<file path="src/rtl/mmb_pkg.sv">
package mmb_pkg;

  // ****************************************************************
  // Special-function-register offsets.
  // ****************************************************************
  localparam logic [7:0] ADDR_PTR0_LO  = 8'h82;
  localparam logic [7:0] ADDR_PTR0_HI  = 8'h83;
  localparam logic [7:0] ADDR_PTR1_LO  = 8'h84;
  localparam logic [7:0] ADDR_PTR1_HI  = 8'h85;
  localparam logic [7:0] ADDR_PTR_SEL  = 8'h92;
  localparam logic [7:0] ADDR_PAGE     = 8'h93;
  localparam logic [7:0] ADDR_CODE_MAP = 8'h9F;
  localparam logic [7:0] ADDR_ARB_CTL  = 8'hC7;

  // ****************************************************************
  // Field positions and reset values.
  // ****************************************************************
  localparam int         SRAM_MAP_BIT   = 3;
  localparam int         BANK_LSB       = 0;
  localparam int         BANK_W         = 3;
  localparam int         PTR_SEL_BIT    = 0;
  localparam logic [7:0] RST_BYTE       = 8'h00;
  localparam logic [2:0] RST_XBANK      = 3'h0;
  localparam logic [2:0] RST_CODE_MAP   = 3'h1;
  localparam logic [7:0] ARB_CTL_MASK   = 8'h0F;
  localparam logic [7:0] CODE_MAP_MASK  = 8'h07;
  localparam logic [7:0] PTR_SEL_MASK   = 8'h01;

  // ****************************************************************
  // Memory layout.
  // ****************************************************************
  localparam logic [15:0] UPPER_BASE     = 16'h8000;
  localparam logic [14:0] SRAM_SIZE      = 15'h2000;
  localparam int          PHYS_W         = 18;

  // ****************************************************************
  // Types.
  // ****************************************************************
  typedef enum logic [2:0] {
    MMB_FLASH_32K  = 3'b000,
    MMB_FLASH_64K  = 3'b001,
    MMB_FLASH_96K  = 3'b010,
    MMB_FLASH_128K = 3'b011,
    MMB_FLASH_256K = 3'b100
  } mmb_flash_t;

  typedef enum logic [1:0] {
    MMB_MODE_DIRECT  = 2'b00,
    MMB_MODE_PAGED   = 2'b01,
    MMB_MODE_POINTER = 2'b10
  } mmb_mode_t;

  typedef enum logic [1:0] {
    MMB_ARB_IDLE = 2'b00,
    MMB_ARB_CPU  = 2'b01,
    MMB_ARB_DMA  = 2'b10
  } mmb_arb_t;

  // Highest bank number accepted for a flash size.
  function automatic logic [2:0] mmb_max_bank(input mmb_flash_t sz);
    case (sz)
      MMB_FLASH_64K:  mmb_max_bank = 3'h1;
      MMB_FLASH_96K:  mmb_max_bank = 3'h2;
      MMB_FLASH_128K: mmb_max_bank = 3'h3;
      MMB_FLASH_256K: mmb_max_bank = 3'h7;
      default:        mmb_max_bank = 3'h0;
    endcase
  endfunction

endpackage

</file>
<file path="src/rtl/mmb_addr_map.sv">
`timescale 1ns/1ps
module mmb_addr_map (
  // Logical access.
  input  wire logic                       is_code,
  input  wire logic [15:0]                addr,
  // Bank state.
  input  wire logic                       sram_code_map_enable,
  input  wire logic [2:0]                 xdata_flash_bank_select,
  input  wire logic [2:0]                 code_bank_map,
  // Physical target.
  output logic                            to_flash,
  output logic [mmb_pkg::PHYS_W-1:0]      phys_addr
);
  import mmb_pkg::*;

  // ****************************************************************
  // Logical to physical decode.
  // ****************************************************************
  always_comb begin
    to_flash  = 1'b0;
    phys_addr = {3'h0, addr[14:0]};
    if (addr < UPPER_BASE) begin
      to_flash = is_code;
    end else if (is_code) begin
      if (sram_code_map_enable && (addr[14:0] < SRAM_SIZE)) begin
        to_flash = 1'b0;
      end else begin
        to_flash  = 1'b1;
        phys_addr = {code_bank_map, addr[14:0]};
      end
    end else begin
      to_flash  = 1'b1;
      phys_addr = {xdata_flash_bank_select, addr[14:0]};
    end
  end

endmodule

</file>
<file path="src/rtl/mmb_arbiter.sv">
`timescale 1ns/1ps
module mmb_arbiter (
  // Clock and reset.
  input  wire logic clk,
  input  wire logic rst,
  // Requests.
  input  wire logic cpu_req,
  input  wire logic cpu_flash,
  input  wire logic dma_req,
  input  wire logic dma_flash,
  // Grants.
  output logic      grant_cpu,
  output logic      grant_dma
);
  import mmb_pkg::*;

  mmb_arb_t last_r;
  logic     clash;

  // ****************************************************************
  // Grant with alternating priority on a clash.
  // ****************************************************************
  assign clash = cpu_req && dma_req && (cpu_flash == dma_flash);

  always_comb begin
    grant_cpu = cpu_req;
    grant_dma = dma_req;
    if (clash) begin
      grant_cpu = (last_r == MMB_ARB_DMA);
      grant_dma = (last_r != MMB_ARB_DMA);
    end
  end

  always_ff @(posedge clk) begin
    if (rst) begin
      last_r <= MMB_ARB_IDLE;
    end else if (clash) begin
      last_r <= grant_cpu ? MMB_ARB_CPU : MMB_ARB_DMA;
    end
  end

endmodule

</file>
<file path="src/rtl/mmb_memory_map.sv">
// Notes on behaviour
// - Paged moves use page high, index low.
// - Conflicting CPU and DMA accesses stall one.
// - Map enable puts SRAM into upper code.
// - Data bank field picks upper data flash bank.
// - Out-of-range data bank writes are ignored.
// - Code bank field picks upper code bank; reset 1.
// - Out-of-range code bank writes ignored; smallest none.
// - Select bit zero chooses active data pointer.
// - Two 16-bit pointers, byte registers reset zero.
// - Page register is 8-bit read-write, reset zero.
`timescale 1ns/1ps
module mmb_memory_map #(
  parameter mmb_pkg::mmb_flash_t FLASH_SIZE = mmb_pkg::MMB_FLASH_256K
) (
  // Clock and reset.
  input  wire logic                          clk,
  input  wire logic                          rst,
  // Special-function-register port.
  input  wire logic [7:0]                    sfr_addr,
  input  wire logic                          sfr_wr,
  input  wire logic [7:0]                    sfr_wdata,
  input  wire logic                          sfr_rd,
  output logic [7:0]                         sfr_rdata,
  output logic                               sfr_hit,
  // CPU access.
  input  wire logic                          cpu_req,
  input  wire logic                          cpu_is_code,
  input  wire mmb_pkg::mmb_mode_t            cpu_mode,
  input  wire logic [15:0]                   cpu_addr,
  input  wire logic [7:0]                    indirect_index_register,
  output logic                               cpu_stall,
  // DMA access.
  input  wire logic                          dma_req,
  input  wire logic [15:0]                   dma_addr,
  output logic                               dma_stall,
  // Physical memory.
  output logic                               mem_req,
  output logic                               mem_to_flash,
  output logic [mmb_pkg::PHYS_W-1:0]         mem_addr,
  output logic                               mem_from_dma,
  // Pointer state.
  output logic [15:0]                        active_pointer
);
  import mmb_pkg::*;

  // ****************************************************************
  // Register state.
  // ****************************************************************
  logic [7:0]        pointer_zero_low_r;
  logic [7:0]        pointer_zero_high_r;
  logic [7:0]        pointer_one_low_r;
  logic [7:0]        pointer_one_high_r;
  logic              pointer_select_r;
  logic [7:0]        memory_page_select_r;
  logic [2:0]        code_bank_map_r;
  logic              sram_code_map_enable_r;
  logic [2:0]        xdata_flash_bank_select_r;
  logic [2:0]        max_bank;
  logic [2:0]        new_bank;
  logic              bank_ok;
  logic              map_ok;

  // ****************************************************************
  // Bank write validation.
  // ****************************************************************
  assign max_bank = mmb_max_bank(FLASH_SIZE);
  assign new_bank = sfr_wdata[BANK_LSB +: BANK_W];
  assign bank_ok  = (new_bank <= max_bank);
  assign map_ok   = bank_ok && (FLASH_SIZE != MMB_FLASH_32K);

  // ****************************************************************
  // Register write decode.
  // ****************************************************************
  function automatic logic wr_at(input logic       we,
                                 input logic [7:0] a,
                                 input logic [7:0] offset);
    wr_at = we && (a == offset);
  endfunction

  // ****************************************************************
  // Data pointers.
  // ****************************************************************
  always_ff @(posedge clk) begin
    if (rst) begin
      pointer_zero_low_r <= RST_BYTE;
    end else if (wr_at(sfr_wr, sfr_addr, ADDR_PTR0_LO)) begin
      pointer_zero_low_r <= sfr_wdata;
    end
  end

  always_ff @(posedge clk) begin
    if (rst) begin
      pointer_zero_high_r <= RST_BYTE;
    end else if (wr_at(sfr_wr, sfr_addr, ADDR_PTR0_HI)) begin
      pointer_zero_high_r <= sfr_wdata;
    end
  end

  always_ff @(posedge clk) begin
    if (rst) begin
      pointer_one_low_r <= RST_BYTE;
    end else if (wr_at(sfr_wr, sfr_addr, ADDR_PTR1_LO)) begin
      pointer_one_low_r <= sfr_wdata;
    end
  end

  always_ff @(posedge clk) begin
    if (rst) begin
      pointer_one_high_r <= RST_BYTE;
    end else if (wr_at(sfr_wr, sfr_addr, ADDR_PTR1_HI)) begin
      pointer_one_high_r <= sfr_wdata;
    end
  end

  always_ff @(posedge clk) begin
    if (rst) begin
      pointer_select_r <= 1'b0;
    end else if (sfr_wr && (sfr_addr == ADDR_PTR_SEL)) begin
      pointer_select_r <= sfr_wdata[PTR_SEL_BIT];
    end
  end

  // ****************************************************************
  // Memory page.
  // ****************************************************************
  always_ff @(posedge clk) begin
    if (rst) begin
      memory_page_select_r <= RST_BYTE;
    end else if (sfr_wr && (sfr_addr == ADDR_PAGE)) begin
      memory_page_select_r <= sfr_wdata;
    end
  end

  // ****************************************************************
  // Arbiter control and code bank map.
  // ****************************************************************
  always_ff @(posedge clk) begin
    if (rst) begin
      sram_code_map_enable_r <= RST_BYTE[SRAM_MAP_BIT];
    end else if (wr_at(sfr_wr, sfr_addr, ADDR_ARB_CTL)) begin
      sram_code_map_enable_r <= sfr_wdata[SRAM_MAP_BIT];
    end
  end

  always_ff @(posedge clk) begin
    if (rst) begin
      xdata_flash_bank_select_r <= RST_XBANK;
    end else if (wr_at(sfr_wr, sfr_addr, ADDR_ARB_CTL) && bank_ok) begin
      xdata_flash_bank_select_r <= new_bank;
    end
  end

  always_ff @(posedge clk) begin
    if (rst) begin
      code_bank_map_r <= RST_CODE_MAP;
    end else if (sfr_wr && (sfr_addr == ADDR_CODE_MAP) && map_ok) begin
      code_bank_map_r <= new_bank;
    end
  end

  // ****************************************************************
  // Register read-back.
  // ****************************************************************
  logic [7:0] rd_val;
  logic       rd_hit;

  always_comb begin
    rd_val = 8'h00;
    rd_hit = 1'b1;
    case (sfr_addr)
      ADDR_PTR0_LO:  rd_val = pointer_zero_low_r;
      ADDR_PTR0_HI:  rd_val = pointer_zero_high_r;
      ADDR_PTR1_LO:  rd_val = pointer_one_low_r;
      ADDR_PTR1_HI:  rd_val = pointer_one_high_r;
      ADDR_PTR_SEL:  rd_val = {7'h00, pointer_select_r} & PTR_SEL_MASK;
      ADDR_PAGE:     rd_val = memory_page_select_r;
      ADDR_CODE_MAP: rd_val = {5'h00, code_bank_map_r} & CODE_MAP_MASK;
      ADDR_ARB_CTL:  rd_val = {4'h0, sram_code_map_enable_r,
                               xdata_flash_bank_select_r} & ARB_CTL_MASK;
      default:       rd_hit = 1'b0;
    endcase
  end

  always_ff @(posedge clk) begin
    if (rst) begin
      sfr_rdata <= 8'h00;
    end else begin
      sfr_rdata <= sfr_rd ? rd_val : 8'h00;
    end
  end

  always_ff @(posedge clk) begin
    if (rst) begin
      sfr_hit <= 1'b0;
    end else begin
      sfr_hit <= sfr_rd && rd_hit;
    end
  end

  // ****************************************************************
  // Active pointer and CPU address formation.
  // ****************************************************************
  logic [15:0] ptr_sel_val;
  logic [15:0] cpu_log_addr;

  assign ptr_sel_val = pointer_select_r ? {pointer_one_high_r, pointer_one_low_r}
                                        : {pointer_zero_high_r, pointer_zero_low_r};

  always_comb begin
    case (cpu_mode)
      MMB_MODE_PAGED:   cpu_log_addr = {memory_page_select_r, indirect_index_register};
      MMB_MODE_POINTER: cpu_log_addr = ptr_sel_val;
      default:          cpu_log_addr = cpu_addr;
    endcase
  end

  always_ff @(posedge clk) begin
    if (rst) begin
      active_pointer <= 16'h0000;
    end else begin
      active_pointer <= ptr_sel_val;
    end
  end

  // ****************************************************************
  // Physical decode for both masters.
  // ****************************************************************
  logic              cpu_flash;
  logic              dma_flash;
  logic [PHYS_W-1:0] cpu_phys;
  logic [PHYS_W-1:0] dma_phys;
  logic              grant_cpu;
  logic              grant_dma;

  mmb_addr_map u_cpu_map (
    .is_code                 (cpu_is_code),
    .addr                    (cpu_log_addr),
    .sram_code_map_enable    (sram_code_map_enable_r),
    .xdata_flash_bank_select (xdata_flash_bank_select_r),
    .code_bank_map           (code_bank_map_r),
    .to_flash                (cpu_flash),
    .phys_addr               (cpu_phys)
  );

  mmb_addr_map u_dma_map (
    .is_code                 (1'b0),
    .addr                    (dma_addr),
    .sram_code_map_enable    (sram_code_map_enable_r),
    .xdata_flash_bank_select (xdata_flash_bank_select_r),
    .code_bank_map           (code_bank_map_r),
    .to_flash                (dma_flash),
    .phys_addr               (dma_phys)
  );

  // ****************************************************************
  // Arbitration and physical request.
  // ****************************************************************
  mmb_arbiter u_arb (
    .clk       (clk),
    .rst       (rst),
    .cpu_req   (cpu_req),
    .cpu_flash (cpu_flash),
    .dma_req   (dma_req),
    .dma_flash (dma_flash),
    .grant_cpu (grant_cpu),
    .grant_dma (grant_dma)
  );

  always_ff @(posedge clk) begin
    if (rst) begin
      cpu_stall <= 1'b0;
    end else begin
      cpu_stall <= cpu_req && !grant_cpu;
    end
  end

  always_ff @(posedge clk) begin
    if (rst) begin
      dma_stall <= 1'b0;
    end else begin
      dma_stall <= dma_req && !grant_dma;
    end
  end

  always_ff @(posedge clk) begin
    if (rst) begin
      mem_req      <= 1'b0;
      mem_from_dma <= 1'b0;
    end else begin
      mem_req      <= grant_cpu || grant_dma;
      mem_from_dma <= grant_dma && !grant_cpu;
    end
  end

  always_ff @(posedge clk) begin
    if (rst) begin
      mem_to_flash <= 1'b0;
      mem_addr     <= '0;
    end else if (grant_cpu) begin
      mem_to_flash <= cpu_flash;
      mem_addr     <= cpu_phys;
    end else if (grant_dma) begin
      mem_to_flash <= dma_flash;
      mem_addr     <= dma_phys;
    end
  end

endmodule

</file>
<file path="config.mk">
export PLATFORM = sky130hd
export DESIGN_NAME = mmb_memory_map
export DESIGN_NICKNAME = d
export VERILOG_FILES = /design/src/rtl/mmb_pkg.sv /design/src/rtl/mmb_addr_map.sv /design/src/rtl/mmb_arbiter.sv /design/src/rtl/mmb_memory_map.sv
export SDC_FILE = /design/constraint.sdc
export NUM_CORES = 1
export LEC_CHECK = 0
export BUFFER_PORTS_ARGS = -buffer_cell sky130_fd_sc_hd__buf_4
export CAP_MARGIN = 20
export CORE_MARGIN = 2
export CORE_UTILIZATION = 56
export CTS_BUF_LIST = sky130_fd_sc_hd__clkbuf_8
export CTS_CLUSTER_SIZE = 14
export DETAILED_ROUTE_END_ITERATION = 6
export PLACE_DENSITY_LB_ADDON = 0.1
export REMOVE_ABC_BUFFERS = 1
export SYNTH_ARGS = -nofsm -noshare
export SYNTH_HDL_FRONTEND = slang
export SYNTH_SLANG_ARGS = --single-unit
</file>
<file path="constraint.sdc">
create_clock -name clk -period 3.1 [get_ports clk]
set_input_delay 0.155 -clock clk [delete_from_list [all_inputs] [get_ports clk]]
set_output_delay 0.155 -clock clk [all_outputs]
set_load 0.02 [all_outputs]
</file>
# Word-level counts from Yosys, hierarchy flattened
# Cells that the tools add are included.
# W data, S select, Z words.
dict set report word_totals {
  ff_bits 98
  latch_bits 0
  ram_bits 0
  mem_bits_ro 0
  input_bits 65
  word_cells 79
  n_memories 0
}
dict set report op_classes {
  addsub 0
  multipliers 0
  div 0
  order_cmp 4
  eq_ne 13
  n_shift 0
  mux 19
  n_bitwise 1
  n_reduce_logical 23
}
# operator count
set ops {}
lappend ops {{$mux W18} 6}
lappend ops {{$eq A8 B8 Y1 const B} 8}
lappend ops {{$pmux W8 S8} 1}
lappend ops {{$lt A16 B16 Y1 const B} 2}
lappend ops {{$pmux W16 S2} 1}
lappend ops {{$logic_and A1 B1 Y1} 17}
lappend ops {{$mux W16} 1}
lappend ops {{$lt A15 B14 Y1 const B} 1}
lappend ops {{$mux W1} 9}
lappend ops {{$reduce_or A8 Y1} 1}
lappend ops {{$eq A2 B2 Y1 const B} 2}
lappend ops {{$le A3 B3 Y1 const B} 1}
lappend ops {{$eq A2 B1 Y1 const B} 1}
lappend ops {{$logic_not A1 Y1} 2}
lappend ops {{$mux W2} 1}
lappend ops {{$ne A2 B2 Y1 const B} 1}
lappend ops {{$reduce_bool A2 Y1} 1}
lappend ops {{$reduce_or A2 Y1} 1}
lappend ops {{$eq A1 B1 Y1} 1}
lappend ops {{$logic_or A1 B1 Y1} 1}
lappend ops {{$not A1 Y1} 1}

# Depth between registers and ports, before layout
# Gate-level depths: netlist of the first run.
dict set report depth {
  word_depth 12
  depth_mapped 10
  ltp_nobuf 8
}

# Cells and area by module
# From an unflattened synthesis of the first run, not the netlist that was laid out.
dict set report unflattened {
  cells_unflattened 562
  area_unflattened_um2 5067.4
}
# mod instances cells_per_inst area_per_inst_um2 seq_area_each_um2
set modules_own_cells {}
lappend modules_own_cells {mmb_memory_map 1 498 4505.6 1921.8}
lappend modules_own_cells {mmb_addr_map 2 25 221.5 0.0}
lappend modules_own_cells {mmb_arbiter 1 14 118.9 40.0}

# Worst setup path before layout of the first run
# No wires, ideal clock.
dict set report synth_path {
  kind {input-to-reg}
  startpoint {input cpu_mode[0]}
  endpoint {register u_arb.last_r[1]}
  setup_time_ns 0.116
  t_arrival_ns 2.177
  setup_slack_ns 0.807
  cell_stages 8
  path_buffers 0
  path_cell_list {inv_1 -> ha_1 -> nand2b_1 -> o22a_1 -> nor4b_4 -> nor3_2 -> or4_1 -> o211a_1}
}
dict set report synth_between {
  elab_chain_len 11
  elab_cells_between_ends 13
  classes_between {order compare (2); eq/ne (3); mux (6); reduce/logical (2)}
}
# item line_no
set synth_lines {}
lappend synth_lines {{start, declared} mmb_memory_map.sv:29} ;# input wire mmb_pkg::mmb_mode_t cpu_mode,
lappend synth_lines {{$eq A2 B2 Y1 / $eq A2 B1 Y1 (equally long branches)} mmb_memory_map.sv:211} ;# case (cpu_mode)
lappend synth_lines {{$pmux W16 S2 *} mmb_memory_map.sv:211}
lappend synth_lines {{$lt A15 B14 Y1} mmb_addr_map.sv:25} ;# if (sram_code_map_enable && (addr[14:0] < SRAM_SIZE)) begin
lappend synth_lines {{$logic_and A1 B1 Y1} mmb_addr_map.sv:25}
lappend synth_lines {{$mux W1} mmb_addr_map.sv:25}
lappend synth_lines {{$mux W1} mmb_addr_map.sv:24} ;# end else if (is_code) begin
lappend synth_lines {{$mux W1 *} mmb_addr_map.sv:22} ;# if (addr < UPPER_BASE) begin
lappend synth_lines {{$eq A1 B1 Y1 *} mmb_arbiter.sv:23} ;# assign clash = cpu_req && dma_req && (cpu_flash == dma_flash);
lappend synth_lines {{$logic_and A1 B1 Y1 *} mmb_arbiter.sv:23}
lappend synth_lines {{$mux W1} mmb_arbiter.sv:28} ;# if (clash) begin
lappend synth_lines {{$mux W2} mmb_arbiter.sv:38} ;# last_r <= grant_cpu ? MMB_ARB_CPU : MMB_ARB_DMA;
lappend synth_lines {{end signal, assigned} mmb_arbiter.sv:38}
lappend synth_lines {{end, declared} mmb_arbiter.sv:17} ;# mmb_arb_t last_r;
# Mark *: on every way between the ends. The rest lies on a longest branch, timed or not.
# A chain may end at the register's enable or synchronous reset.

# Worst setup path in the final report of the first run
dict set report layout_path {
  startpoint {register pointer_select_r}
  endpoint {register mem_addr[14] in the netlist's numbering}
}
dict set report layout_between {
  elab_chain_len 11
  elab_cells_between_ends 17
  classes_between {order compare (2); eq/ne (1); mux (11); reduce/logical (3)}
}
# item line_no
set layout_lines {}
lappend layout_lines {{start, declared} mmb_memory_map.sv:54} ;# logic pointer_select_r;
lappend layout_lines {{start signal, assigned} mmb_memory_map.sv:120} ;# pointer_select_r <= sfr_wdata[PTR_SEL_BIT];
lappend layout_lines {{$mux W16 *} mmb_memory_map.sv:207} ;# assign ptr_sel_val = pointer_select_r ? {pointer_one_high_r, pointer_one_low_r}
lappend layout_lines {{$pmux W16 S2 *} mmb_memory_map.sv:211}
lappend layout_lines {{$lt A15 B14 Y1} mmb_addr_map.sv:25}
lappend layout_lines {{$logic_and A1 B1 Y1} mmb_addr_map.sv:25}
lappend layout_lines {{$mux W1} mmb_addr_map.sv:25}
lappend layout_lines {{$mux W1} mmb_addr_map.sv:24}
lappend layout_lines {{$mux W1} mmb_addr_map.sv:22}
lappend layout_lines {{$eq A1 B1 Y1} mmb_arbiter.sv:23}
lappend layout_lines {{$logic_and A1 B1 Y1} mmb_arbiter.sv:23}
lappend layout_lines {{$mux W1} mmb_arbiter.sv:28}
lappend layout_lines {{$mux W18 / $reduce_bool A2 Y1 (equally long branches)} n/a}
lappend layout_lines {{end signal, assigned} mmb_memory_map.sv:302} ;# mem_addr <= cpu_phys;
lappend layout_lines {{end signal, assigned} mmb_memory_map.sv:305} ;# mem_addr <= dma_phys;
lappend layout_lines {{end, declared} mmb_memory_map.sv:40} ;# output logic [mmb_pkg::PHYS_W-1:0] mem_addr,
# Marked as above.

==> results of run 1 <==
[Yosys cell counts, types with 2 or more instances]
| cell | count | area share (%) |
|---|---|---|
| o21a_1 | 2 | 0.31 |
| nor3_1 | 3 | 0.31 |
| nand4_1 | 2 | 0.26 |
| nand2_1 | 65 | 5.0 |
| nand3_1 | 41 | 4.2 |
| a221oi_1 | 3 | 0.54 |
| nand2b_1 | 5 | 0.64 |
| o2bb2ai_1 | 3 | 0.54 |
| nand3b_1 | 5 | 0.77 |
| dfxtp_1 | 98 | 40 |
| o221ai_1 | 2 | 0.36 |
| nor2_1 | 50 | 3.8 |
| a31oi_1 | 18 | 2.3 |
| buf_1 | 6 | 0.46 |
| o31ai_1 | 2 | 0.31 |
| nor2b_1 | 5 | 0.64 |
| ha_1 | 2 | 0.51 |
| o21ai_0 | 52 | 5.3 |
| o22ai_1 | 5 | 0.64 |
| and3_1 | 6 | 0.77 |
| mux2_2 | 22 | 5.1 |
| o211ai_1 | 4 | 0.61 |
| a22oi_1 | 14 | 2.1 |
| a21oi_1 | 46 | 4.7 |
| mux2i_1 | 46 | 9.4 |
| nor3b_1 | 2 | 0.31 |
| clkbuf_1 | 38 | 2.9 |
| a211oi_1 | 12 | 1.8 |
| inv_1 | 12 | 0.92 |
| nor4_1 | 2 | 0.26 |
[power breakdown]
group	internal, uW	total, uW	switching [uW]	leakage (uW)
registers	1280	1290	11.1	0.000794
clock network	324	846	523	0.000104
logic	162	373	210	0.00152
total	1770	2510	744	0.00242
[state kept, by name, indices dropped and copies added (netlist names), 2 cells and up]
| register | cells |
|---|---|
| pointer_zero_high_r | 8 |
| u_arb.last_r | 2 |
| code_bank_map_r | 3 |
| pointer_one_high_r | 8 |
| xdata_flash_bank_select_r | 3 |
| pointer_zero_low_r | 8 |
| mem_addr | 18 |
| sfr_rdata | 8 |
| active_pointer | 16 |
| pointer_one_low_r | 8 |
| memory_page_select_r | 8 |
[worst reg2reg max path, stage by stage, from the launching register on]
cell and delay (ns):
dfxtp_1 0.47, mux2i_1 0.51, a21oi_2 0.19, nor2_1 0.27, a21oi_1 0.33, o31ai_1 0.50
o221ai_1 0.17
[area by class of cell]
type / instances / share of cell area, %
repair buffers: 126 / 15.8
flip-flops and latches: 98 / 32.7
clock inverters: 7 / 1.36
multi-input cells: 438 / 45.0
clock buffers: 9 / 2.07
well taps: 108 / 2.25
inverters: 13 / 0.814
[through the flow]
stage               setup slack [ns]  util (%)  cells
floorplan                      0.260         -    549
global placement               0.651      67.4    783
detailed placement             0.548      67.4    783
CTS                            0.574      69.8    799
global route                   0.410      69.8    799
finish                         0.540      69.8    799
[per-layer routing]
| layer | part of all wire (%) | global-route usage [%] |
|---|---|---|
| met5 | 0 | 0 |
| met4 | 1.9 | 10.0 |
| met3 | 8.0 | 5.68 |
| met2 | 47 | 46.3 |
| met1 | 43 | 36.7 |
[cell families (layout without fill, tap and decap cells)]
| family | after synthesis | after routing | synth area share, % |
|---|---|---|---|
| muxes | 68 | 68 | 14.5 |
| adders and majority gates | 2 | 2 | 0.511 |
| buffers and inverters | 60 | 155 | 4.80 |
| xor gates and xnor gates | 2 | 2 | 0.358 |
| DFF | 98 | 98 | 40.1 |
| and+or+nand+nor | 194 | 194 | 18.6 |
| AOI/OAI and AO/OA | 172 | 172 | 21.2 |
[worst max-delay path by stage]
stage	to	slack [ns]	cells past startpoint
after detailed placement	mem_addr[14]	0.55	9
final	mem_addr[14]	0.54	6
after floorplan	u_arb.last_r[1]	0.26	6
after global routing	mem_addr[13]	0.41	6
after global placement	mem_addr[14]	0.65	9
after CTS	mem_addr[14]	0.57	6
[placed cells by master (no fill, tap or decap), types with 2 or more instances in the layout]
master and n:
nand3b_1 5, nand4_1 2, o31ai_1 2, clkbuf_8 9
nor3b_1 2, inv_6 2, nor3_1 3, nor2b_1 5
nor2_1 50, a22oi_1 14, a211oi_1 12, nand2_1 65
ha_1 2, and3_1 6, buf_4 126, nand3_1 41
o211ai_1 4, clkinv_8 2, a21oi_1 46, o2bb2ai_1 3
a31oi_1 18, a221oi_1 3, o221ai_1 2, inv_8 2
mux2_2 22, o21a_1 2, inv_1 12, o21ai_0 52
nor4_1 2, nand2b_1 5, o22ai_1 5, dfxtp_1 98
mux2i_1 46
==> results.cfg, run 1 <==
[clock_network]
cts_setup_buffers = 0
cts_buffers = 9
hold_buffers = 0
cts_root_buf = clkbuf_8
worstSkewPairLatency_ns = 0.39
cts_sinks = 98
tritoncts = yes
cts_resized = 0
htreeDepth = 3
cts.path.max_buffers = 2
clkSlewWorstSetupHoldPaths_ns = 0.12

[hold_path]
worst_hold_path_type = in -> reg
holdPathStages = 3
hold-path-endpoint = pointer_one_low_r[6]
hold_start = sfr_wdata[6]

[worst_setup_path]
crit_start = pointer_select_r
cp-start-kind = flop
critPathArrivalTime_ns = 2.82
critPathRequiredTime_ns = 3.36
crit_slowest_cell = mux2i_1
slowest_delay_ns = 0.50
cp-end-kind = flop
crit_chain = mux2i_1 -> a21oi_2 -> nor2_1 -> a21oi_1 -> o31ai_1 -> o221ai_1
r2r_slack_ns = 0.54
timing.rr.end = mem_addr[14]
ff2ff_path_depth = 6
critPathTopFamily = compound AO/OA/AOI/OAI gates
path_max_fanout = 14
path_buf_inv = 0
crit-reg2reg-launch = pointer_select_r
critPathKind = reg -> reg

[floorplanning]
io_pins = 113
initial_core_util_pct = 57.0
die_width_microns = 97.5
die_h_microns = 97.5
dieArea_sq_mm = 0.00951
core_sq_mm = 0.00859
num_rows = 34

[sta]
max_freq_mhz = 391
hold_viol = 0
fin_setup_tns_ns = 0
holdWs_ns = 0.0281
slew_violations = 0
period_needed_ns = 2.56
slew-limit-headroom_pct = 38.0
fin_worst_skew_ns = 0.0122
grt_setup_unrepaired = false
worst_pin_slew_ns = 0.929
fin_crit_sh_pct = 82.6
finalSetupViolations = 0

[synthesis]
synth_area_sq_mm = 0.00490
synth_edf_count = 0
synth-main-ff-cell = dfxtp_1
async_reset_ff_share_pct = 0
ys_ff_latch = 98
syn_area_per_cell_sq_um = 8.22
synthCells = 596
yosysSeqAreaShare_pct = 40.1
synth.distinct_cells = 53
yosys_warnings = 0

[status]
outcome = complete, no violations

[routing]
routedWlPerCell_microns = 17.1
avgViaCountPerCell = 5.99
first_iter_violations = 315
vias = 4784
ant_nets = 0
wl_mm = 13.6
drt_pass1_iterations = 5
drc_errors = 0

[job]
drv_cap = 0

[placement]
io_buffers = 112
dp_hpwl_mm = 9.79
gp_congestion = 0.907
dpl-instance-area_sq_mm = 0.00579

[global_route]
grt_overflow = 0
grt_max_degree = 48
grt_usage_pct = 28.1
grt_pass1_vias = 4504
antenna_found_initial = 0
grt_pass1_wl_mm = 21.9

[cells_and_area]
layout.nets = 753
final_area_sq_mm = 0.00600
regArea_sq_mm = 0.00196
drive_gt1_share_pct = 24.9
diodes = 0
syn_to_final_growth_pct = 22.5
fillCellCount = 699
multiInputGateArea_sq_mm = 0.00270

[power]
powerDensity_mw_per_mm2 = 419
p_leak_uw = 0.00242
total_power_uw = 2510
irDropWorstVdd_mv = 0.268
Note: power is estimated with default switching activity, not from simulation.
==> run 2: changes to the inputs <==
CORE_UTILIZATION = 51   (was 56)
clock period = 2.3 ns   (was 3.1 ns; I/O delays follow)
==> run 2 against run 1 <==
Compared with the run above:
- worst setup slack worse by 0.39 ns
- largest power group unchanged
- combinational power up 38%
- cell count up 4.6%
- cell area up 2.2%
- critical path depth unchanged
==> results.cfg, run 2 (same netlist as run 1, synthesis figures left out) <==
[routing]
first_iter_violations = 202
routedWlPerCell_microns = 16.6
vias = 4874
ant_nets = 0
avgViaCountPerCell = 5.83
m1WireLength_mm = 5.92
wl_met2_mm = 6.82
drc_errors = 0
drt_pass1_iterations = 5
wl_met3_microns = 969
wl_mm = 13.9
dr.max_layer_used = met4

[hold_path]
worst_hold_path_type = in -> reg
hold_start = sfr_wdata[4]

[global_route]
grt_max_degree = 41
antenna_found_initial = 0
grt_usage_pct = 26.9
grt_pass1_vias = 4537
grt_overflow = 0
grt_pass1_wl_mm = 22.1

[job]
drv_cap = 0

[clock_network]
cts_resized = 0
hold_buffers = 0
clkSlewWorstSetupHoldPaths_ns = 0.11
htreeDepth = 3
tritoncts = yes
cts_sinks = 98
cts.path.max_buffers = 2
cts_buffers = 9
cts_root_buf = clkbuf_8
worstSkewPairLatency_ns = 0.37
cts_setup_buffers = 0

[worst_setup_path]
critPathKind = reg -> reg
critPathRequiredTime_ns = 2.58
critPathArrivalTime_ns = 2.43
cp-end-kind = flop
path_max_fanout = 6
crit-reg2reg-launch = pointer_select_r
crit_start = pointer_select_r
cp-start-kind = flop

[cells_and_area]
mostFrequentLayoutCell = buf_4
final_cells = 836
layout.nets = 769
fillCellCount = 823
mostFrequentLayoutCells = 142 x buf_4, 97 x dfxtp_1, 65 x nand2_1
largest_reg_flops = 18
syn_to_final_growth_pct = 25.2
max_flop_register = mem_addr
drive_gt1_share_pct = 26.9
diodes = 0
top_regs = mem_addr (18), active_pointer (16)

[sta]
period_needed_ns = 2.15
slew_violations = 0
worst_pin_slew_ns = 0.491
grt_setup_unrepaired = false
max_freq_mhz = 465
fin_setup_tns_ns = 0
hold_viol = 0
fin_crit_sh_pct = 93.4
slew-limit-headroom_pct = 67.2
fin_worst_skew_ns = 0.00758
finalSetupViolations = 0

[power]
powerDensity_mw_per_mm2 = 547
p_leak_uw = 0.00248
irDropWorstVdd_mv = 0.326

[floorplanning]
io_pins = 113
die_width_microns = 102
dieArea_sq_mm = 0.0104
initial_core_util_pct = 52.7
num_rows = 35
core_sq_mm = 0.00928
die_h_microns = 102

[placement]
io_buffers = 112
gp_congestion = 0.892
dp_hpwl_mm = 10.2
post-place-cells = 820

[status]
outcome = complete, no violations
[run 2: metrics by stage]
step / cell area, sq um / hold slack [ns] / total power, uW / util (%) / setup slack [ns]
after floorplan: 4710 / 0.184 / 2010 / - / -0.540
final: 6130 / 0.0162 / 3350 / 66.0 / 0.151
after detailed placement: 5940 / 0.396 / 2300 / 64.0 / -0.0451
after global routing: 6130 / 0.0138 / 3480 / 66.0 / 0.0492
after CTS: 6120 / 0.00878 / 3370 / 66.0 / 0.0708
after global placement: 5940 / 0.390 / 2280 / 64.0 / 0.0668
[run 2: critical path: stages (launching register included)]
cell and delay [ns]:
dfxtp_2 0.42, mux2i_1 0.31, a21oi_2 0.13, nor4b_4 0.39, nor3_2 0.11, or4_1 0.54
o211a_1 0.15
[run 2: final cells by class]
cell class / instances / area (sq um) / area share (%)
multi-input combinational: 438 / 2700 / 44.1
sequential: 98 / 1960 / 32.0
timing repair buffer: 142 / 1070 / 17.4
tap: 129 / 161 / 2.63
clock buffer: 9 / 124 / 2.02
clock inverter: 7 / 62.6 / 1.02
inverter: 13 / 48.8 / 0.796
[run 2: path summary, 6_finish.rpt]
kind | end | slack [ns] | cells after the start
max reg2reg | u_arb.last_r[1] | 0.15 | 6
max | u_arb.last_r[1] | 0.15 | 6
min | pointer_one_low_r[4] | 0.02 | 3
min reg2reg | pointer_zero_low_r[5] | 0.48 | 2
[run 2: layer usage]
metal | GRT usage (%) | vias to the layer above
li1 | - | 2356
met1 | 34.8 | 2292
met2 | 45.6 | 206
met3 | 4.86 | 20
met4 | 8.51 | 0
met5 | 0 | -
[run 2: where the power goes]
group	internal, uW	switching (uW)
combinational	230	286
sequential	1730	14.8
clock	414	679
total	2370	980
